## config.mk

```make
export PLATFORM = sky130hd
export DESIGN_NAME = iod_top
export DESIGN_NICKNAME = d
export VERILOG_FILES = /design/src/logic/iod_pkg.sv /design/src/logic/iod_dv_accum.sv /design/src/logic/iod_rate_gen.sv /design/src/logic/iod_top.sv
export SDC_FILE = /design/constraint.sdc
export NUM_CORES = 1
export LEC_CHECK = 0
export BUFFER_PORTS_ARGS = -buffer_cell sky130_fd_sc_hd__buf_2
export CAP_MARGIN = 10
export CORE_MARGIN = 3
export CORE_UTILIZATION = 67
export DETAILED_ROUTE_END_ITERATION = 12
export HOLD_SLACK_MARGIN = 0.03
export PLACE_DENSITY = 0.84
export SLEW_MARGIN = 5
export SYNTH_ARGS = -nofsm -noshare
export SYNTH_HDL_FRONTEND = slang
export SYNTH_SLANG_ARGS = --single-unit
export TNS_END_PERCENT = 30
```

## constraint.sdc

```tcl
create_clock -name mclk -period 8.8 [get_ports mclk]
set_input_delay 0.44 -clock mclk [delete_from_list [all_inputs] [get_ports mclk]]
set_output_delay 0.44 -clock mclk [all_outputs]
set_load 0.1 [all_outputs]
```

## src/logic/iod_pkg.sv

```systemverilog
// Shared constants and types of the inertial output data block
`default_nettype none
package iod_pkg;
   // Clock and internal sample rate
   localparam int unsigned MCLK_HZ       = 10_000_000;
   localparam int unsigned SAMPLE_HZ_INT = 2048;
   // Cycles per internal sample period, rounded down
   localparam int unsigned INT_DIV_CYC   = MCLK_HZ / SAMPLE_HZ_INT;
   // Register byte offsets
   localparam logic [6:0] OFS_ACCZ_LOW = 7'h18;
   localparam logic [6:0] OFS_ACCZ     = 7'h1A;
   localparam logic [6:0] OFS_TEMP     = 7'h1E;
   localparam logic [6:0] OFS_DVX      = 7'h2A;
   localparam logic [6:0] OFS_DVY      = 7'h2C;
   localparam logic [6:0] OFS_DVZ      = 7'h2E;
   // Value of every output data register after reset
   localparam logic [15:0] DATA_RST    = 16'h0000;
   // Value read from an unmapped offset
   localparam logic [15:0] UNMAPPED    = 16'h0000;
   // Sample clock select field position and internal code
   localparam int unsigned CLKSEL_LSB  = 2;
   localparam logic [1:0]  CLKSEL_INT  = 2'h0;
   // Divider steps for the delta velocity scaling
   localparam logic [5:0]  DIV_STEPS   = 6'h20;
   // Saturation limits of a 16-bit two's complement word
   localparam logic [15:0] SAT_POS     = 16'h7FFF;
   localparam logic [15:0] SAT_NEG     = 16'h8000;

   // One sample of calibrated acceleration from the measurement path
   typedef struct packed {
      logic [15:0] x;   // Primary word, x axis
      logic [15:0] y;   // Primary word, y axis
      logic [31:0] z;   // Primary word over secondary word, z axis
   } iod_accel_t;

   // Register read request
   typedef struct packed {
      logic       en;
      logic [6:0] addr;
   } iod_rd_req_t;

   // Register write request
   typedef struct packed {
      logic        en;
      logic [6:0]  addr;
      logic [15:0] data;
   } iod_wr_req_t;

   // Divider sequencing
   typedef enum logic [1:0] {
      DV_IDLE = 2'b00,
      DV_RUN  = 2'b01,
      DV_DONE = 2'b10
   } iod_dv_state_t;
endpackage
`default_nettype wire

```

## src/logic/iod_dv_accum.sv

```systemverilog
// Per-axis delta velocity accumulator with decimation scaling
`default_nettype none
module iod_dv_accum
   import iod_pkg::*;
(
   input  wire logic        mclk,
   input  wire logic        resetn,
   input  wire logic        sample_stb,
   input  wire logic        out_stb,
   input  wire logic [15:0] dec,
   input  wire logic [15:0] accel,
   output logic [15:0]      dv,
   output logic             dv_valid
);
   logic signed [31:0] sum_r;     // Running sum of samples
   logic [31:0]        quo_r;     // Dividend shifting into quotient
   logic [16:0]        rem_r;     // Partial remainder
   logic [16:0]        den_r;     // Decimation + 1
   logic               neg_r;     // Sign of the sum
   logic [5:0]         step_r;    // Steps done
   iod_dv_state_t      st_r;
   wire signed [31:0]  sum_nxt = sum_r + 32'(signed'(accel));
   wire [17:0]         rem_sh  = {rem_r, quo_r[31]};
   wire                fits    = (rem_sh >= {1'b0, den_r});
   wire [17:0]         rem_sub = rem_sh - {1'b0, den_r};
   wire                ovf     = |quo_r[31:15];
   wire [15:0]         mag     = quo_r[15:0];

   // Sum one output cycle, then divide by decimation + 1
   always_ff @(posedge mclk or negedge resetn) begin
      if (!resetn) begin
         sum_r    <= 32'h0000_0000;
         quo_r    <= 32'h0000_0000;
         rem_r    <= 17'h0_0000;
         den_r    <= 17'h0_0001;
         neg_r    <= 1'b0;
         step_r   <= 6'h00;
         st_r     <= DV_IDLE;
         dv       <= DATA_RST;
         dv_valid <= 1'b0;
      end else begin
         dv_valid <= 1'b0;
         if (sample_stb) begin
            sum_r <= out_stb ? 32'h0000_0000 : sum_nxt;
         end
         case (st_r)
            DV_IDLE: begin
               if (out_stb) begin
                  neg_r  <= sum_nxt[31];
                  quo_r  <= sum_nxt[31] ? 32'(-sum_nxt) : sum_nxt;
                  rem_r  <= 17'h0_0000;
                  den_r  <= {1'b0, dec} + 17'h0_0001;
                  step_r <= 6'h00;
                  st_r   <= DV_RUN;
               end
            end
            DV_RUN: begin
               quo_r  <= {quo_r[30:0], fits};
               rem_r  <= fits ? rem_sub[16:0] : rem_sh[16:0];
               step_r <= step_r + 6'h01;
               if (step_r == DIV_STEPS - 6'h01) begin
                  st_r <= DV_DONE;
               end
            end
            DV_DONE: begin
               // Saturate to the 16-bit two's complement range
               if (neg_r) begin
                  dv <= (ovf && mag != SAT_NEG) ? SAT_NEG : 16'(-mag);
               end else begin
                  dv <= ovf ? SAT_POS : mag;
               end
               dv_valid <= 1'b1;
               st_r     <= DV_IDLE;
            end
            default: st_r <= DV_IDLE;
         endcase
      end
   end
endmodule
`default_nettype wire

```

## src/logic/iod_rate_gen.sv

```systemverilog
// Sample strobe selection and decimation counter
`default_nettype none
module iod_rate_gen
   import iod_pkg::*;
#(
   parameter int unsigned INT_DIV = INT_DIV_CYC
) (
   input  wire logic        mclk,
   input  wire logic        resetn,
   input  wire logic [1:0]  clk_sel,
   input  wire logic [15:0] dec,
   input  wire logic        ext_rise,
   output logic             sample_stb,
   output logic             out_stb
);
   localparam logic [12:0] DIV_LAST = 13'(INT_DIV - 1);
   logic [12:0] div_r;        // Internal rate divider
   logic [15:0] dec_r;        // Samples taken in this output cycle
   wire         int_tick = (div_r == DIV_LAST);
   wire         use_int  = (clk_sel == CLKSEL_INT);

   // Internal 2048 Hz rate or external edge, by select field
   assign sample_stb = use_int ? int_tick : ext_rise;
   // Output cycle ends on the last of decimation + 1 samples
   assign out_stb    = sample_stb && (dec_r >= dec);

   // Free running internal divider
   always_ff @(posedge mclk or negedge resetn) begin
      if (!resetn) begin
         div_r <= 13'h0000;
      end else begin
         div_r <= int_tick ? 13'h0000 : div_r + 13'h0001;
      end
   end

   // Decimation counter
   always_ff @(posedge mclk or negedge resetn) begin
      if (!resetn) begin
         dec_r <= 16'h0000;
      end else if (sample_stb) begin
         dec_r <= out_stb ? 16'h0000 : dec_r + 16'h0001;
      end
   end
endmodule
`default_nettype wire

```

## src/logic/iod_top.sv

```systemverilog
// Inertial output data registers: acceleration, delta velocity, temperature
`default_nettype none
module iod_top
   import iod_pkg::*;
#(
   parameter int unsigned INT_DIV = INT_DIV_CYC // Cycles per internal sample
) (
   input  wire logic                 mclk,
   input  wire logic                 resetn,
   input  wire logic [15:0]          misc_control_word,
   input  wire logic [15:0]          decimation_setting,
   input  wire logic                 ext_sync_pin,
   input  wire iod_pkg::iod_accel_t  accel_in,
   input  wire logic [15:0]          temp_in,
   input  wire logic                 temp_valid,
   input  wire iod_pkg::iod_rd_req_t rd_req,
   input  wire iod_pkg::iod_wr_req_t wr_req,
   output logic                      sample_stb,
   output logic                      out_stb,
   output logic [15:0]               rd_data,
   output logic                      rd_valid
);
   import iod_pkg::*;

   // Word match: odd byte addresses select the same word
   function automatic logic hit(input logic [6:0] a, input logic [6:0] ofs);
      hit = (a[6:1] == ofs[6:1]);
   endfunction

   // External sync pin synchroniser and edge detect
   logic        sync1_r;         // First stage, read only by second
   logic        sync2_r;         // Second stage
   logic        sync3_r;         // Delayed copy for edge detect
   wire         ext_rise = sync2_r && !sync3_r;

   // Output data registers
   logic [15:0] accz_pri_r;      // Z acceleration, primary word
   logic [15:0] accz_low_r;      // Z acceleration, secondary word
   logic [15:0] temp_r;          // Internal temperature
   logic [15:0] dv_r [3];        // Delta velocity per axis
   logic [15:0] dv_w [3];        // Scaled results from accumulators
   logic [2:0]  dv_vld;          // Result strobes from accumulators
   wire  [15:0] acc_ax [3];      // Primary acceleration per axis

   // Sample clock select field from the misc control word
   wire  [1:0]  clk_sel = misc_control_word[CLKSEL_LSB +: 2];

   assign acc_ax[0] = accel_in.x;
   assign acc_ax[1] = accel_in.y;
   assign acc_ax[2] = accel_in.z[31:16];

   // Two flip-flops before any logic reads the pin
   always_ff @(posedge mclk or negedge resetn) begin
      if (!resetn) begin
         sync1_r <= 1'b0;
         sync2_r <= 1'b0;
         sync3_r <= 1'b0;
      end else begin
         sync1_r <= ext_sync_pin;
         sync2_r <= sync1_r;
         sync3_r <= sync2_r;
      end
   end

   // Sample and output cycle strobes
   iod_rate_gen #(
      .INT_DIV    (INT_DIV)
   ) u_rate (
      .mclk       (mclk),
      .resetn     (resetn),
      .clk_sel    (clk_sel),
      .dec        (decimation_setting),
      .ext_rise   (ext_rise),
      .sample_stb (sample_stb),
      .out_stb    (out_stb)
   );

   // One accumulator per axis
   generate
      for (genvar i = 0; i < 3; i++) begin : g_axis
         iod_dv_accum u_dv (
            .mclk       (mclk),
            .resetn     (resetn),
            .sample_stb (sample_stb),
            .out_stb    (out_stb),
            .dec        (decimation_setting),
            .accel      (acc_ax[i]),
            .dv         (dv_w[i]),
            .dv_valid   (dv_vld[i])
         );
      end
   endgenerate

   // Result of each output cycle lands in its own register; one process
   // drives the whole array so no element has two drivers
   always_ff @(posedge mclk or negedge resetn) begin
      if (!resetn) begin
         for (int k = 0; k < 3; k++) begin
            dv_r[k] <= DATA_RST;
         end
      end else begin
         for (int k = 0; k < 3; k++) begin
            if (dv_vld[k]) begin
               dv_r[k] <= dv_w[k];
            end
         end
      end
   end

   // Acceleration words refresh at the end of each output cycle
   always_ff @(posedge mclk or negedge resetn) begin
      if (!resetn) begin
         accz_pri_r <= DATA_RST;
         accz_low_r <= DATA_RST;
      end else if (out_stb) begin
         accz_pri_r <= accel_in.z[31:16];
         accz_low_r <= accel_in.z[15:0];
      end
   end

   // Temperature loads whenever a measurement arrives
   always_ff @(posedge mclk or negedge resetn) begin
      if (!resetn) begin
         temp_r <= DATA_RST;
      end else if (temp_valid) begin
         temp_r <= temp_in;
      end
   end

   // Read decode
   wire         sel_accz_low = hit(rd_req.addr, OFS_ACCZ_LOW);
   wire         sel_accz     = hit(rd_req.addr, OFS_ACCZ);
   wire         sel_temp     = hit(rd_req.addr, OFS_TEMP);
   wire         sel_dvx      = hit(rd_req.addr, OFS_DVX);
   wire         sel_dvy      = hit(rd_req.addr, OFS_DVY);
   wire         sel_dvz      = hit(rd_req.addr, OFS_DVZ);
   wire [15:0]  rd_mux =
      sel_accz     ? accz_pri_r :
      sel_accz_low ? accz_low_r :
      sel_temp     ? temp_r     :
      sel_dvx      ? dv_r[0]    :
      sel_dvy      ? dv_r[1]    :
      sel_dvz      ? dv_r[2]    :
      UNMAPPED;

   // Registered read answer, one cycle after the request
   always_ff @(posedge mclk or negedge resetn) begin
      if (!resetn) begin
         rd_data  <= DATA_RST;
         rd_valid <= 1'b0;
      end else begin
         rd_valid <= rd_req.en;
         if (rd_req.en) begin
            rd_data <= rd_mux;
         end
      end
   end

   // Writes are accepted on the port and dropped here: no process
   // above reads wr_req, so the measurement path alone sets contents.
   wire         wr_hit = wr_req.en && (hit(wr_req.addr, OFS_ACCZ)
                         || hit(wr_req.addr, OFS_TEMP)
                         || hit(wr_req.addr, OFS_DVX));

   // Check helpers: cycles and samples counted apart from the rate
   // generator, so its divider and decimation counter are cross-checked
   wire         int_sel = (clk_sel == CLKSEL_INT); // Internal rate selected
   logic [12:0] gap_r;           // Cycles since the last sample
   logic        gap_ok_r;        // Whole gap spent on the internal rate
   logic [15:0] smp_r;           // Samples since the last output cycle
   logic [15:0] dec_seen_r;      // Decimation setting one cycle ago
   logic        dec_ok_r;        // Decimation steady since last output cycle

   // Sample spacing under the internal rate
   always_ff @(posedge mclk or negedge resetn) begin
      if (!resetn) begin
         gap_r    <= 13'h0000;
         gap_ok_r <= 1'b0;
      end else if (sample_stb) begin
         gap_r    <= 13'h0000;
         gap_ok_r <= int_sel;
      end else begin
         gap_r    <= gap_r + 13'h0001;
         gap_ok_r <= gap_ok_r && int_sel;
      end
   end

   // Samples per output cycle while the decimation setting holds
   always_ff @(posedge mclk or negedge resetn) begin
      if (!resetn) begin
         smp_r      <= 16'h0000;
         dec_seen_r <= DATA_RST;
         dec_ok_r   <= 1'b1;
      end else begin
         dec_seen_r <= decimation_setting;
         if (out_stb) begin
            smp_r    <= 16'h0000;
            dec_ok_r <= 1'b1;
         end else begin
            if (sample_stb) begin
               smp_r <= smp_r + 16'h0001;
            end
            dec_ok_r <= dec_ok_r && (decimation_setting == dec_seen_r);
         end
      end
   end
endmodule
`default_nettype wire
```

======== After elaboration in Yosys (flattened, before gate mapping) ========
Index checks and enable logic that the tools add are counted.
storage, ports and cells
  RAM bits ................................ 0
  flip-flop bits (word level) ............. 517
  latch bits .............................. 0
  memories kept ........................... 0
  output and inout port bits .............. 19
  ROM bits ................................ 0
cells by class
  muxes and demuxes ....................... 51
  equal/unequal tests ..................... 25
  order comparisons ....................... 4
  bitwise operators ....................... 0
  div/mod/pow operators ................... 0
  shift operators ......................... 0
  multiply operators ...................... 0
  $add $sub $neg .......................... 18
  reduce and logical (&&, ||, !) cells .... 25
operators with widths
  operator                                                                count
  32-bit two-way mux                                                      9
  16-bit two-way mux                                                      16
  32-bit one-hot mux with 2 select lines                                  3
  17-bit one-hot mux with 2 select lines                                  3
  32-bit by 16-bit adder with 32-bit output                               3
  32-bit negator                                                          3
  17-bit two-way mux                                                      4
  18-bit by 17-bit >= comparator with 1-bit output                        3
  17-bit OR reduction                                                     3
  17-bit subtractor                                                       3
  16-bit inequality test (second input constant)                          3
  16-bit negator                                                          3
  6-bit by 5-bit equality test with 1-bit output (second input constant)  6
  6-bit one-hot mux with 2 select lines                                   3
  6-bit by 1-bit adder with 6-bit output (second input constant)          3
  6-bit by 4-bit equality test with 1-bit output (second input constant)  3
  2-bit AND reduction                                                     9
  16-bit by 1-bit adder with 17-bit output (second input constant)        1
  16-bit by 1-bit adder with 16-bit output (second input constant)        1
  16-bit >= comparator                                                    1
  13-bit by 1-bit adder with 13-bit output (second input constant)        1
  13-bit equality test (second input constant)                            1
  13-bit two-way mux                                                      1
  2-bit one-hot mux with 2 select lines                                   3
  other kinds (11)                                                        34

======== Longest topological paths before layout ========
Gate-level depths: netlist of run 1.
  depth in word-level cells ............... 7
  gate-level depth with buffers ........... 17

======== By module ========
Synthesis of run 1 repeated with hierarchy kept, for this count alone.
unflattened totals
  cells, all modules ...................... 3833
  area total of the unflattened synthesis .. 34376.7 sq um
modules (own cells, without submodules)
  module                             cells an instance  seq. area each (sq um)  area an instance (sq um)  instances
  iod_dv_accum (g_axis[1].u_dv ...)  1102               3104.2                  9173.8                    2
  iod_dv_accum (g_axis[0].u_dv)      1031               3104.2                  8854.7                    1
  iod_top                            397                2902.8                  5282.6                    1
  iod_rate_gen                       201                725.7                   1891.8                    1

======== Worst setup path before layout of run 1 ========
Ideal clock, no wire load.
  path type ............................... input port to flip-flop
  from .................................... input port accel_in[32] in the netlist's numbering
  to ...................................... register g_axis[1].u_dv.quo_r[30]
  cell stages on the path ................. 14
  slack ................................... 4.931 ns
  arrival ................................. 3.740 ns
  required time ........................... 8.670 ns
  path buffers ............................ 0
  cells stage by stage .................... ha_1 -> fa_1 -> a211oi_1 -> o21a_1 -> nor3b_1 -> o21bai_1 -> mux2i_1 -> nor4b_1 -> or4_4 -> or3_4 -> or3b_4 -> o31ai_2 -> xor2_1 -> o21ai_1
between the ends
  word-level cells in the longest chain between the ends .. 5
ends and longest elaborated chain
  item                                           line                text
  start, declared                                iod_top.sv:13       input wire iod_pkg::iod_accel_t accel_in,
  32-bit by 16-bit adder with 32-bit output (*)  iod_dv_accum.sv:22  wire signed [31:0] sum_nxt = sum_r + 32'(signed'(accel));
  32-bit negator                                 iod_dv_accum.sv:50  quo_r <= sum_nxt[31] ? 32'(-sum_nxt) : sum_nxt;
  32-bit two-way mux (*)                         iod_dv_accum.sv:50
  32-bit two-way mux (*)                         iod_dv_accum.sv:48  if (out_stb) begin
  32-bit one-hot mux with 2 select lines (*)     iod_dv_accum.sv:46  case (st_r)
  end signal, assigned                           iod_dv_accum.sv:50
  end signal, assigned                           iod_dv_accum.sv:58  quo_r <= {quo_r[30:0], fits};
  end, declared                                  iod_dv_accum.sv:16  logic [31:0] quo_r;
Every way passes the cells marked *; elsewhere a longest branch is shown, timed or not. The select of a mux whose other input is x is not followed.
A chain may end at the register's enable or synchronous reset.

======== Final worst setup path of run 1 ========
  from .................................... register u_rate.div_r[7]
  to ...................................... output port out_stb
between the ends
  word-level cells in the longest chain between the ends .. 3
ends and longest elaborated chain
  item                    line                text
  start, declared         iod_rate_gen.sv:17  logic [12:0] div_r;
  start signal, assigned  iod_rate_gen.sv:32  div_r <= int_tick ? 13'h0000 : div_r + 13'h0001;
  13-bit equality test    iod_rate_gen.sv:19  wire int_tick = (div_r == DIV_LAST);
  1-bit two-way mux       iod_rate_gen.sv:23  assign sample_stb = use_int ? int_tick : ext_rise;
  1-bit logical AND       iod_rate_gen.sv:25  assign out_stb = sample_stb && (dec_r >= dec);
  end, declared           iod_top.sv:19       output logic out_stb,
No other way between the ends.

==> results.ini, run 1 <==
[placement]
placed_cell_area_um2 = 32900
place.gp.congestion = 0.943
portBuffers = 127
hpwl_mm = 59.2

[synthesis]
synthCells = 3536
ys_seq_elements = 517
syn_avg_cell_area_um2 = 8.98
synth_top_area_cell = dfrtp_1
synth_top_area_share_pct = 40.5
synth_edf_count = 0
yosys_warnings = 0
async_flop_share_pct = 100
syn_area_um2 = 31700
synth_cell_types = 84
syn_nets = 3863
yosysSeqAreaShare_pct = 40.8
synthTopCellsByArea = dfrtp_1 (41%), ha_1 (6.8%), nand2_1 (5.5%)
ys.flop_type = dfrtp_1

[power]
p_int_mw = 6.00
powerDensity_nw_per_um2 = 282
combPwrFrac_pct = 45.7
switching_share_pct = 39.8
ir_worst_vdd_uv = 247
switching_power_mw = 3.97
seqPwrFrac_pct = 27.9
leakagePower_nw = 16.1
finalPower_mw = 9.97
pwr-share-clk_pct = 26.4

[sta]
finalCritPeriodShare_pct = 57.1
finalHoldViolations = 0
slew_headroom_pct = 20.7
fin_skew_ns = 0.0288
fin_setup_tns_ns = 0
drv_slew = 0
worst_slew_pin_slew_ns = 1.18
min_period_ns = 5.02
hold_ws_ns = 0.0479
setup_viol_count_final = 0
rsz0062_at_grt = no
clock.fmax_mhz = 199

[setup_path]
cp.buffers_inverters = 5
cp_max_fo = 43
critical_path.top_delay_family = buffers and inverters
worstPathRequired_ns = 8.36
arrival_ns = 4.58
critPathCaptureType = output pin
cp_common_cell = buf_4
cp_slowest_cell = buf_2
crit_chain = nor4b_1 -> nand4_1 -> nor2_1 -> nand2_1 -> and2_4 -> inv_2 -> buf_4 -> nand2_2 -> clkinv_1 -> buf_4 -> buf_2
startpoint_type = flop
cpPeakStageDelay_ns = 0.56
path_class = flop to output pin

[layout]
diodes = 0
final_cell_mix = dfrtp_1 (514), nand2_1 (468), o21ai_0 (311), nor2_1 (232), a21oi_1 (214)
finalNetCount = 3960
layout_commonest_cell = dfrtp_1
syn_to_final_growth_pct = 11.3
nFillCells = 3290
finalInstanceArea_um2 = 35300
layout-drive-gt1-share_pct = 10.5

[floorplanning]
die_height_um = 224
rows = 79
die_w_um = 224
start_util_pct = 68.0
die_area_um2 = 50000
io_pins = 167
core_um2 = 46700

[job]
drv_cap = 0

[grt]
grt_first_pass_wirelength_mm = 138
grt_pass1_vias = 27100
grt_usage_pct = 33.5
grt_max_degree = 193
antenna_found_initial = 4
grt_remaining_overflow = 0

[drt]
drt-wirelength-per-cell_um = 19.9
vias = 27900
drtIter0Drc = 2716
ant_nets = 0
post_drt_via_cell_ratio = 6.52
drcViolationCount = 0
drt_pass1_iterations = 8
routed_wl_mm = 85.1

[run_status]
outcome = completed

[clock_network]
numCtsBuffers = 56
cts_tree = built
cts.sinks = 517
clock-root-buffer = clkbuf_16
cts.reportedPaths.clkPinSlew_ns = 0.06
htreeDepth = 2
clk_path_buf_depth = 3
clock_latency_ns = 0.64

[hold_path]
hp-class = primary input to flop

## flip-flops by register name (all words and copies together) (netlist names), 18 cells and up
signal and flops:
g_axis.u_dv.dv 48, g_axis.u_dv.sum_r 96, g_axis.u_dv.step_r 18, g_axis.u_dv.quo_r 96
g_axis.u_dv.rem_r 51, g_axis.u_dv.den_r 51, dv_r 48
## cell usage after synthesis (10+ instances only)
cell / instances
nor2b_1: 26
a21oi_1: 215
a21o_1: 56
clkbuf_1: 152
o21ai_0: 312
ha_1: 173
o211ai_1: 20
o22ai_1: 32
a211oi_1: 22
nand2b_1: 23
o31ai_1: 59
a22oi_1: 109
and3_1: 33
nand3b_1: 23
nor3_1: 48
mux2_2: 72
nand3_1: 62
a21boi_0: 12
xor2_1: 108
o21a_1: 31
nand2_1: 469
inv_1: 134
a221o_1: 10
dfrtp_1: 514
xnor2_1: 140
mux2i_1: 32
nor3b_1: 18
or2_2: 12
or3_1: 51
o311ai_0: 13
nor4_1: 22
nor2_1: 237
a22o_1: 32
a41oi_1: 19
o21ai_1: 19
and2_1: 20
nand4_1: 36
o21bai_1: 14
a31oi_1: 37
## final timing paths
path,from,end,slack [ns],depth (start not counted)
setup / recovery,u_rate.div_r[7],out_stb,3.78,11
hold / removal,accel_in[22],accz_pri_r[6],0.05,3
setup reg to reg,u_rate.div_r[7],g_axis[2].u_dv.step_r[5],3.81,14
hold reg to reg,sync1_r,sync2_r,0.36,0
max in group asynchronous,resetn,g_axis[0].u_dv.dv[14],6.12,4
min in group asynchronous,resetn,sync2_r,0.45,2
## cell families after synthesis
group,Yosys count,share of synthesized area [%]
xor gates and xnor gates,248,6.84
buffers and inverters,297,3.55
AOI/OAI and AO/OA,1075,21.6
muxes,104,3.56
and+or+nand+nor,1116,16.5
DFF,517,40.8
adders and majority gates,179,7.20
## power by group through the flow
stage                     registers (mW)  logic, mW  clock network (mW)
after global placement              2.80       4.26                   0
after detailed placement            2.82       4.42                   0
after CTS                           2.78       4.47                2.66
after global routing                2.81       5.00                2.76
after floorplan                     2.81       3.39                   0
final                               2.78       4.56                2.63
## metal layers
metal / track usage (%) / wire, um
met1: 45.0 / 35400
met4: 12.6 / 3100
met5: 0 / 59
met2: 54.6 / 39500
met3: 6.17 / 7010
## worst register-to-register path: cells and delay by family, from the launching register on
family	cells	cell delay, ns
DFF	1	0.43
AOI/OAI and AO/OA	1	0.85
and+or+nand+nor	9	2.40
xor gates and xnor gates	1	0.17
buffers and inverters	3	1.01
## per-stage QoR
step                      worst slack [ns]  instances  util, %
after floorplan                       4.93       3536        -
after global placement                4.12       4146     70.5
after detailed placement              4.04       4146     70.5
after CTS                             3.80       4284     75.8
after global routing                  3.39       4284     75.8
final                                 3.78       4284     75.8
## area by class of cell
type                       instances  area, um2  area share (%)
clock buffer                      73       1610            4.55
clock inverter                    29        469            1.33
inverter                         136        510            1.44
multi-input combinational       2722      17700            50.2
sequential                       517      12900            36.6
tap                              607        759            2.15
timing repair buffer             200       1310            3.70
## what timing repair did
| action | in CTS | in global routing |
|---|---|---|
| buffers inserted | 0 | 0 |
| gates resized for setup | 0 | 0 |
| endpoints found under the setup margin | 0 | 0 |
| hold buffers | 36 | 0 |
| hold endpoints to repair | 139 | 0 |
No activity file was read; power rests on OpenSTA's default activity.
==> run 2, diff against run 1 <==
--- a/config.mk
+++ b/config.mk
@@ -5,13 +5,14 @@
 export SDC_FILE = /design/constraint.sdc
 export NUM_CORES = 1
 export LEC_CHECK = 0
+export ABC_AREA = 1
 export BUFFER_PORTS_ARGS = -buffer_cell sky130_fd_sc_hd__buf_2
 export CAP_MARGIN = 10
 export CORE_MARGIN = 3
-export CORE_UTILIZATION = 67
+export CORE_UTILIZATION = 63
 export DETAILED_ROUTE_END_ITERATION = 12
 export HOLD_SLACK_MARGIN = 0.03
-export PLACE_DENSITY = 0.84
+export PLACE_DENSITY = 0.79
 export SLEW_MARGIN = 5
 export SYNTH_ARGS = -nofsm -noshare
 export SYNTH_HDL_FRONTEND = slang
==> constraint.sdc (replaced) <==
create_clock -name mclk -period 4.7 [get_ports mclk]
set_input_delay 0.235 -clock mclk [delete_from_list [all_inputs] [get_ports mclk]]
set_output_delay 0.235 -clock mclk [all_outputs]
set_load 0.1 [all_outputs]
==> run 2 against run 1 <==
Against the previous run: clock power rose by 87%; critical endpoint unchanged; highest routed layer is now met4; worst setup slack got worse by 3.0 ns; sequential share of layout area fell by 4.3 points; largest cell class unchanged; area after synthesis rose by 14%; sequential power rose by 140%.
==> results.ini, run 2 <==
[drt]
drtIter0Drc = 2342  ; -14%
routed_wl_mm = 97.8  ; +15%
route.met2.wl_mm = 45.4  ; +15%
wl_met3_mm = 6.00  ; -14%
top_layer = met4
drcViolationCount = 0  ; unchanged
wl_met1_mm = 42.7  ; +20%
vias = 34500  ; +23%
post_drt_via_cell_ratio = 5.54  ; -15%
drt-wirelength-per-cell_um = 15.7  ; -21%
ant_nets = 0  ; unchanged
drt_pass1_iterations = 10  ; +2

[layout]
multi_input_area_um2 = 19800  ; +11%
layout-drive-gt1-share_pct = 8.14  ; -2.4 points
layout_commonest_cell = nand2_1
final_cell_mix = nand2_1 (1718), inv_1 (738), dfrtp_1 (514), nor2_1 (392), o21ai_0 (337)
syn_to_final_growth_pct = 10.6
finalNetCount = 5742  ; +45%
reg_top3 = g_axis.u_dv.quo_r (96), g_axis.u_dv.sum_r (96)
nFillCells = 4829  ; +47%
seq_area_um2 = 12900  ; unchanged

[synthesis]
syn_area_um2 = 36200  ; +14%
ys.flop_type = dfrtp_1
synth.most_common_cell = nand2_1
synth_top_area_cell = dfrtp_1
yosysSeqAreaShare_pct = 35.8  ; -5.0 points
async_flop_share_pct = 100  ; unchanged
syn_nets = 5617  ; +45%
synth_common_cells = nand2_1 (1720), inv_1 (738), dfrtp_1 (514)
yosys_warnings = 0  ; unchanged
syn_avg_cell_area_um2 = 6.84  ; -24%
synthCells = 5290  ; +50%
synth_top_area_share_pct = 35.6  ; -5.0 points
synthTopCellsByArea = dfrtp_1 (36%), nand2_1 (18%), inv_1 (7.7%)
ys_seq_elements = 517  ; unchanged
synth_cell_types = 66  ; -21%
synth_edf_count = 0  ; unchanged

[setup_path]
cp.buffers_inverters = 3  ; -2
worstPathRequired_ns = 4.47  ; -3.89 ns
cp_slowest_cell = buf_2
startpoint_type = flop
critical_path.top_delay_family = buffers and inverters
crit_chain = ha_1 -> nand4_1 -> nor3_1 -> nand3_1 -> nand3_1 -> nand2_4 -> inv_4 -> buf_4 -> buf_2
cpPeakStageDelay_ns = 0.51  ; -0.05 ns
critPathCaptureType = output pin
cp_max_fo = 36  ; -16%
path_class = flop to output pin
arrival_ns = 3.71  ; -0.87 ns
cp_common_cell = nand3_1

[sta]
hold_ws_ns = 0.0658  ; +0.0180 ns
finalHoldViolations = 0  ; unchanged
finalCritPeriodShare_pct = 84.0
setup_viol_count_final = 0  ; unchanged
clock.fmax_mhz = 253
worst_slew_pin_slew_ns = 1.17  ; -0.0149 ns
fin_setup_tns_ns = 0  ; unchanged
rsz0062_at_grt = no
drv_slew = 0  ; unchanged
min_period_ns = 3.95
slew_headroom_pct = 21.7  ; +1.0 points
fin_skew_ns = 0.0571  ; +0.0283 ns

[clock_network]
cts.sinks = 517  ; unchanged
clk_path_buf_depth = 3  ; unchanged
cts_tree = built
numCtsBuffers = 57  ; +1.8%
cts.reportedPaths.clkPinSlew_ns = 0.06  ; about the same
clock-root-buffer = clkbuf_16
htreeDepth = 2  ; unchanged
cts_setup_buffers = 0  ; unchanged
clock_latency_ns = 0.66  ; +0.02 ns

[grt]
grt_usage_pct = 32.5  ; -0.99 points
grt_pass1_vias = 32800  ; +21%
antenna_found_initial = 3  ; -1
grt_first_pass_wirelength_mm = 161  ; +17%
grt_remaining_overflow = 0  ; unchanged
grt_max_degree = 110  ; -43%

[power]
powerDensity_nw_per_um2 = 649  ; +130%
leakagePower_nw = 20.8  ; +29%
finalPower_mw = 26.0  ; +160%
ir_worst_vdd_uv = 402  ; +63%

[placement]
portBuffers = 127  ; unchanged
place.gp.congestion = 0.944  ; about the same
hpwl_mm = 71.2  ; +20%

[floorplanning]
start_util_pct = 63.9  ; -4.1 points
die_area_um2 = 60300  ; +21%
die_w_um = 246  ; +9.8%
die_height_um = 246  ; +9.8%
io_pins = 167  ; unchanged
core_um2 = 56600  ; +21%
rows = 87  ; +10%

[job]
drv_cap = 0  ; unchanged

[run_status]
outcome = completed

[hold_path]
hp-class = primary input to flop

-- run 2: changes by cell type after synthesis, sizes merged, moves of 55 or more --
cell and delta:
nand2 +1311, o31ai -55, a21oi +55, a22oi -99
clkbuf -57, xnor2 -104, nor2 +191, inv +624
nand3 +268
-- run 2: final cells by class --
class,count,share of cell area [%]
multi-input combinational,3872,49.4
sequential,517,32.3
inverter,766,7.20
clock buffer,83,4.16
timing repair buffer,201,3.48
tap,756,2.36
clock inverter,25,1.07
antenna,4,0.0250
-- run 2: report_power, final --
group / internal [mW] / switching (mW)
clock: 2.92 / 2.00
combinational: 4.80 / 9.51
sequential: 5.73 / 0.993
total: 13.5 / 12.5
-- run 2: what timing repair did --
item	in CTS	in global routing
hold endpoints to repair	156	0
resized for setup	0	0
hold buffers	52	0
-- run 2: kinds of logic (layout without fill, tap and decap cells) --
logic type,after synthesis,count (layout),synth area share (%)
flops,517,517,35.8
buf+inv,901,1075,9.63
compound gates,811,811,12.5
xor+xnor,128,128,3.10
other cells,0,4,0
mux,20,20,0.623
simple gates,2734,2734,32.1
fa+ha+maj,179,179,6.32
-- run 2: path summary, 6_finish.rpt --
| kind | startpoint | to | slack, ns | cells past startpoint |
|---|---|---|---|---|
| worst max-delay path | u_rate.dec_r[14] | out_stb | 0.75 | 9 |
| worst min-delay path | temp_valid | temp_r[7] | 0.07 | 3 |
| worst max register to register | u_rate.div_r[1] | g_axis[0].u_dv.sum_r[8] | 1.03 | 12 |
| worst min register to register | sync1_r | sync2_r | 0.36 | 0 |
| max in group asynchronous | resetn | u_rate.dec_r[13] | 3.28 | 3 |
| min in group asynchronous | resetn | rd_data[7] | 0.25 | 2 |
-- run 2: worst reg2reg max path: cells and delay by family (launching register included) --
kind	cells	cell delay, ns
flip-flops	1	0.38
AND/OR/NAND/NOR	4	1.15
AO/OA/AOI/OAI	1	0.31
adder cells (fa/ha/maj)	1	0.13
buffers and inverters	6	1.60
-- run 2: metrics by stage --
stage	cell area [um2]	worst slack (ns)	cells	utilization, %
after floorplan	36200	1.91	5290	-
after global placement	37400	1.10	6060	66.1
after detailed placement	37400	1.07	6060	66.1
after CTS	40000	0.715	6220	70.7
after global routing	40000	0.499	6222	70.7
final	40000	0.752	6224	70.7
-- run 2: per-layer routing --
layer | global-route usage (%) | up-vias
li1 | - | 17200
met1 | 43.3 | 16000
met2 | 54.3 | 1008
met3 | 3.89 | 242
met4 | 12.7 | 0
met5 | 0 | -
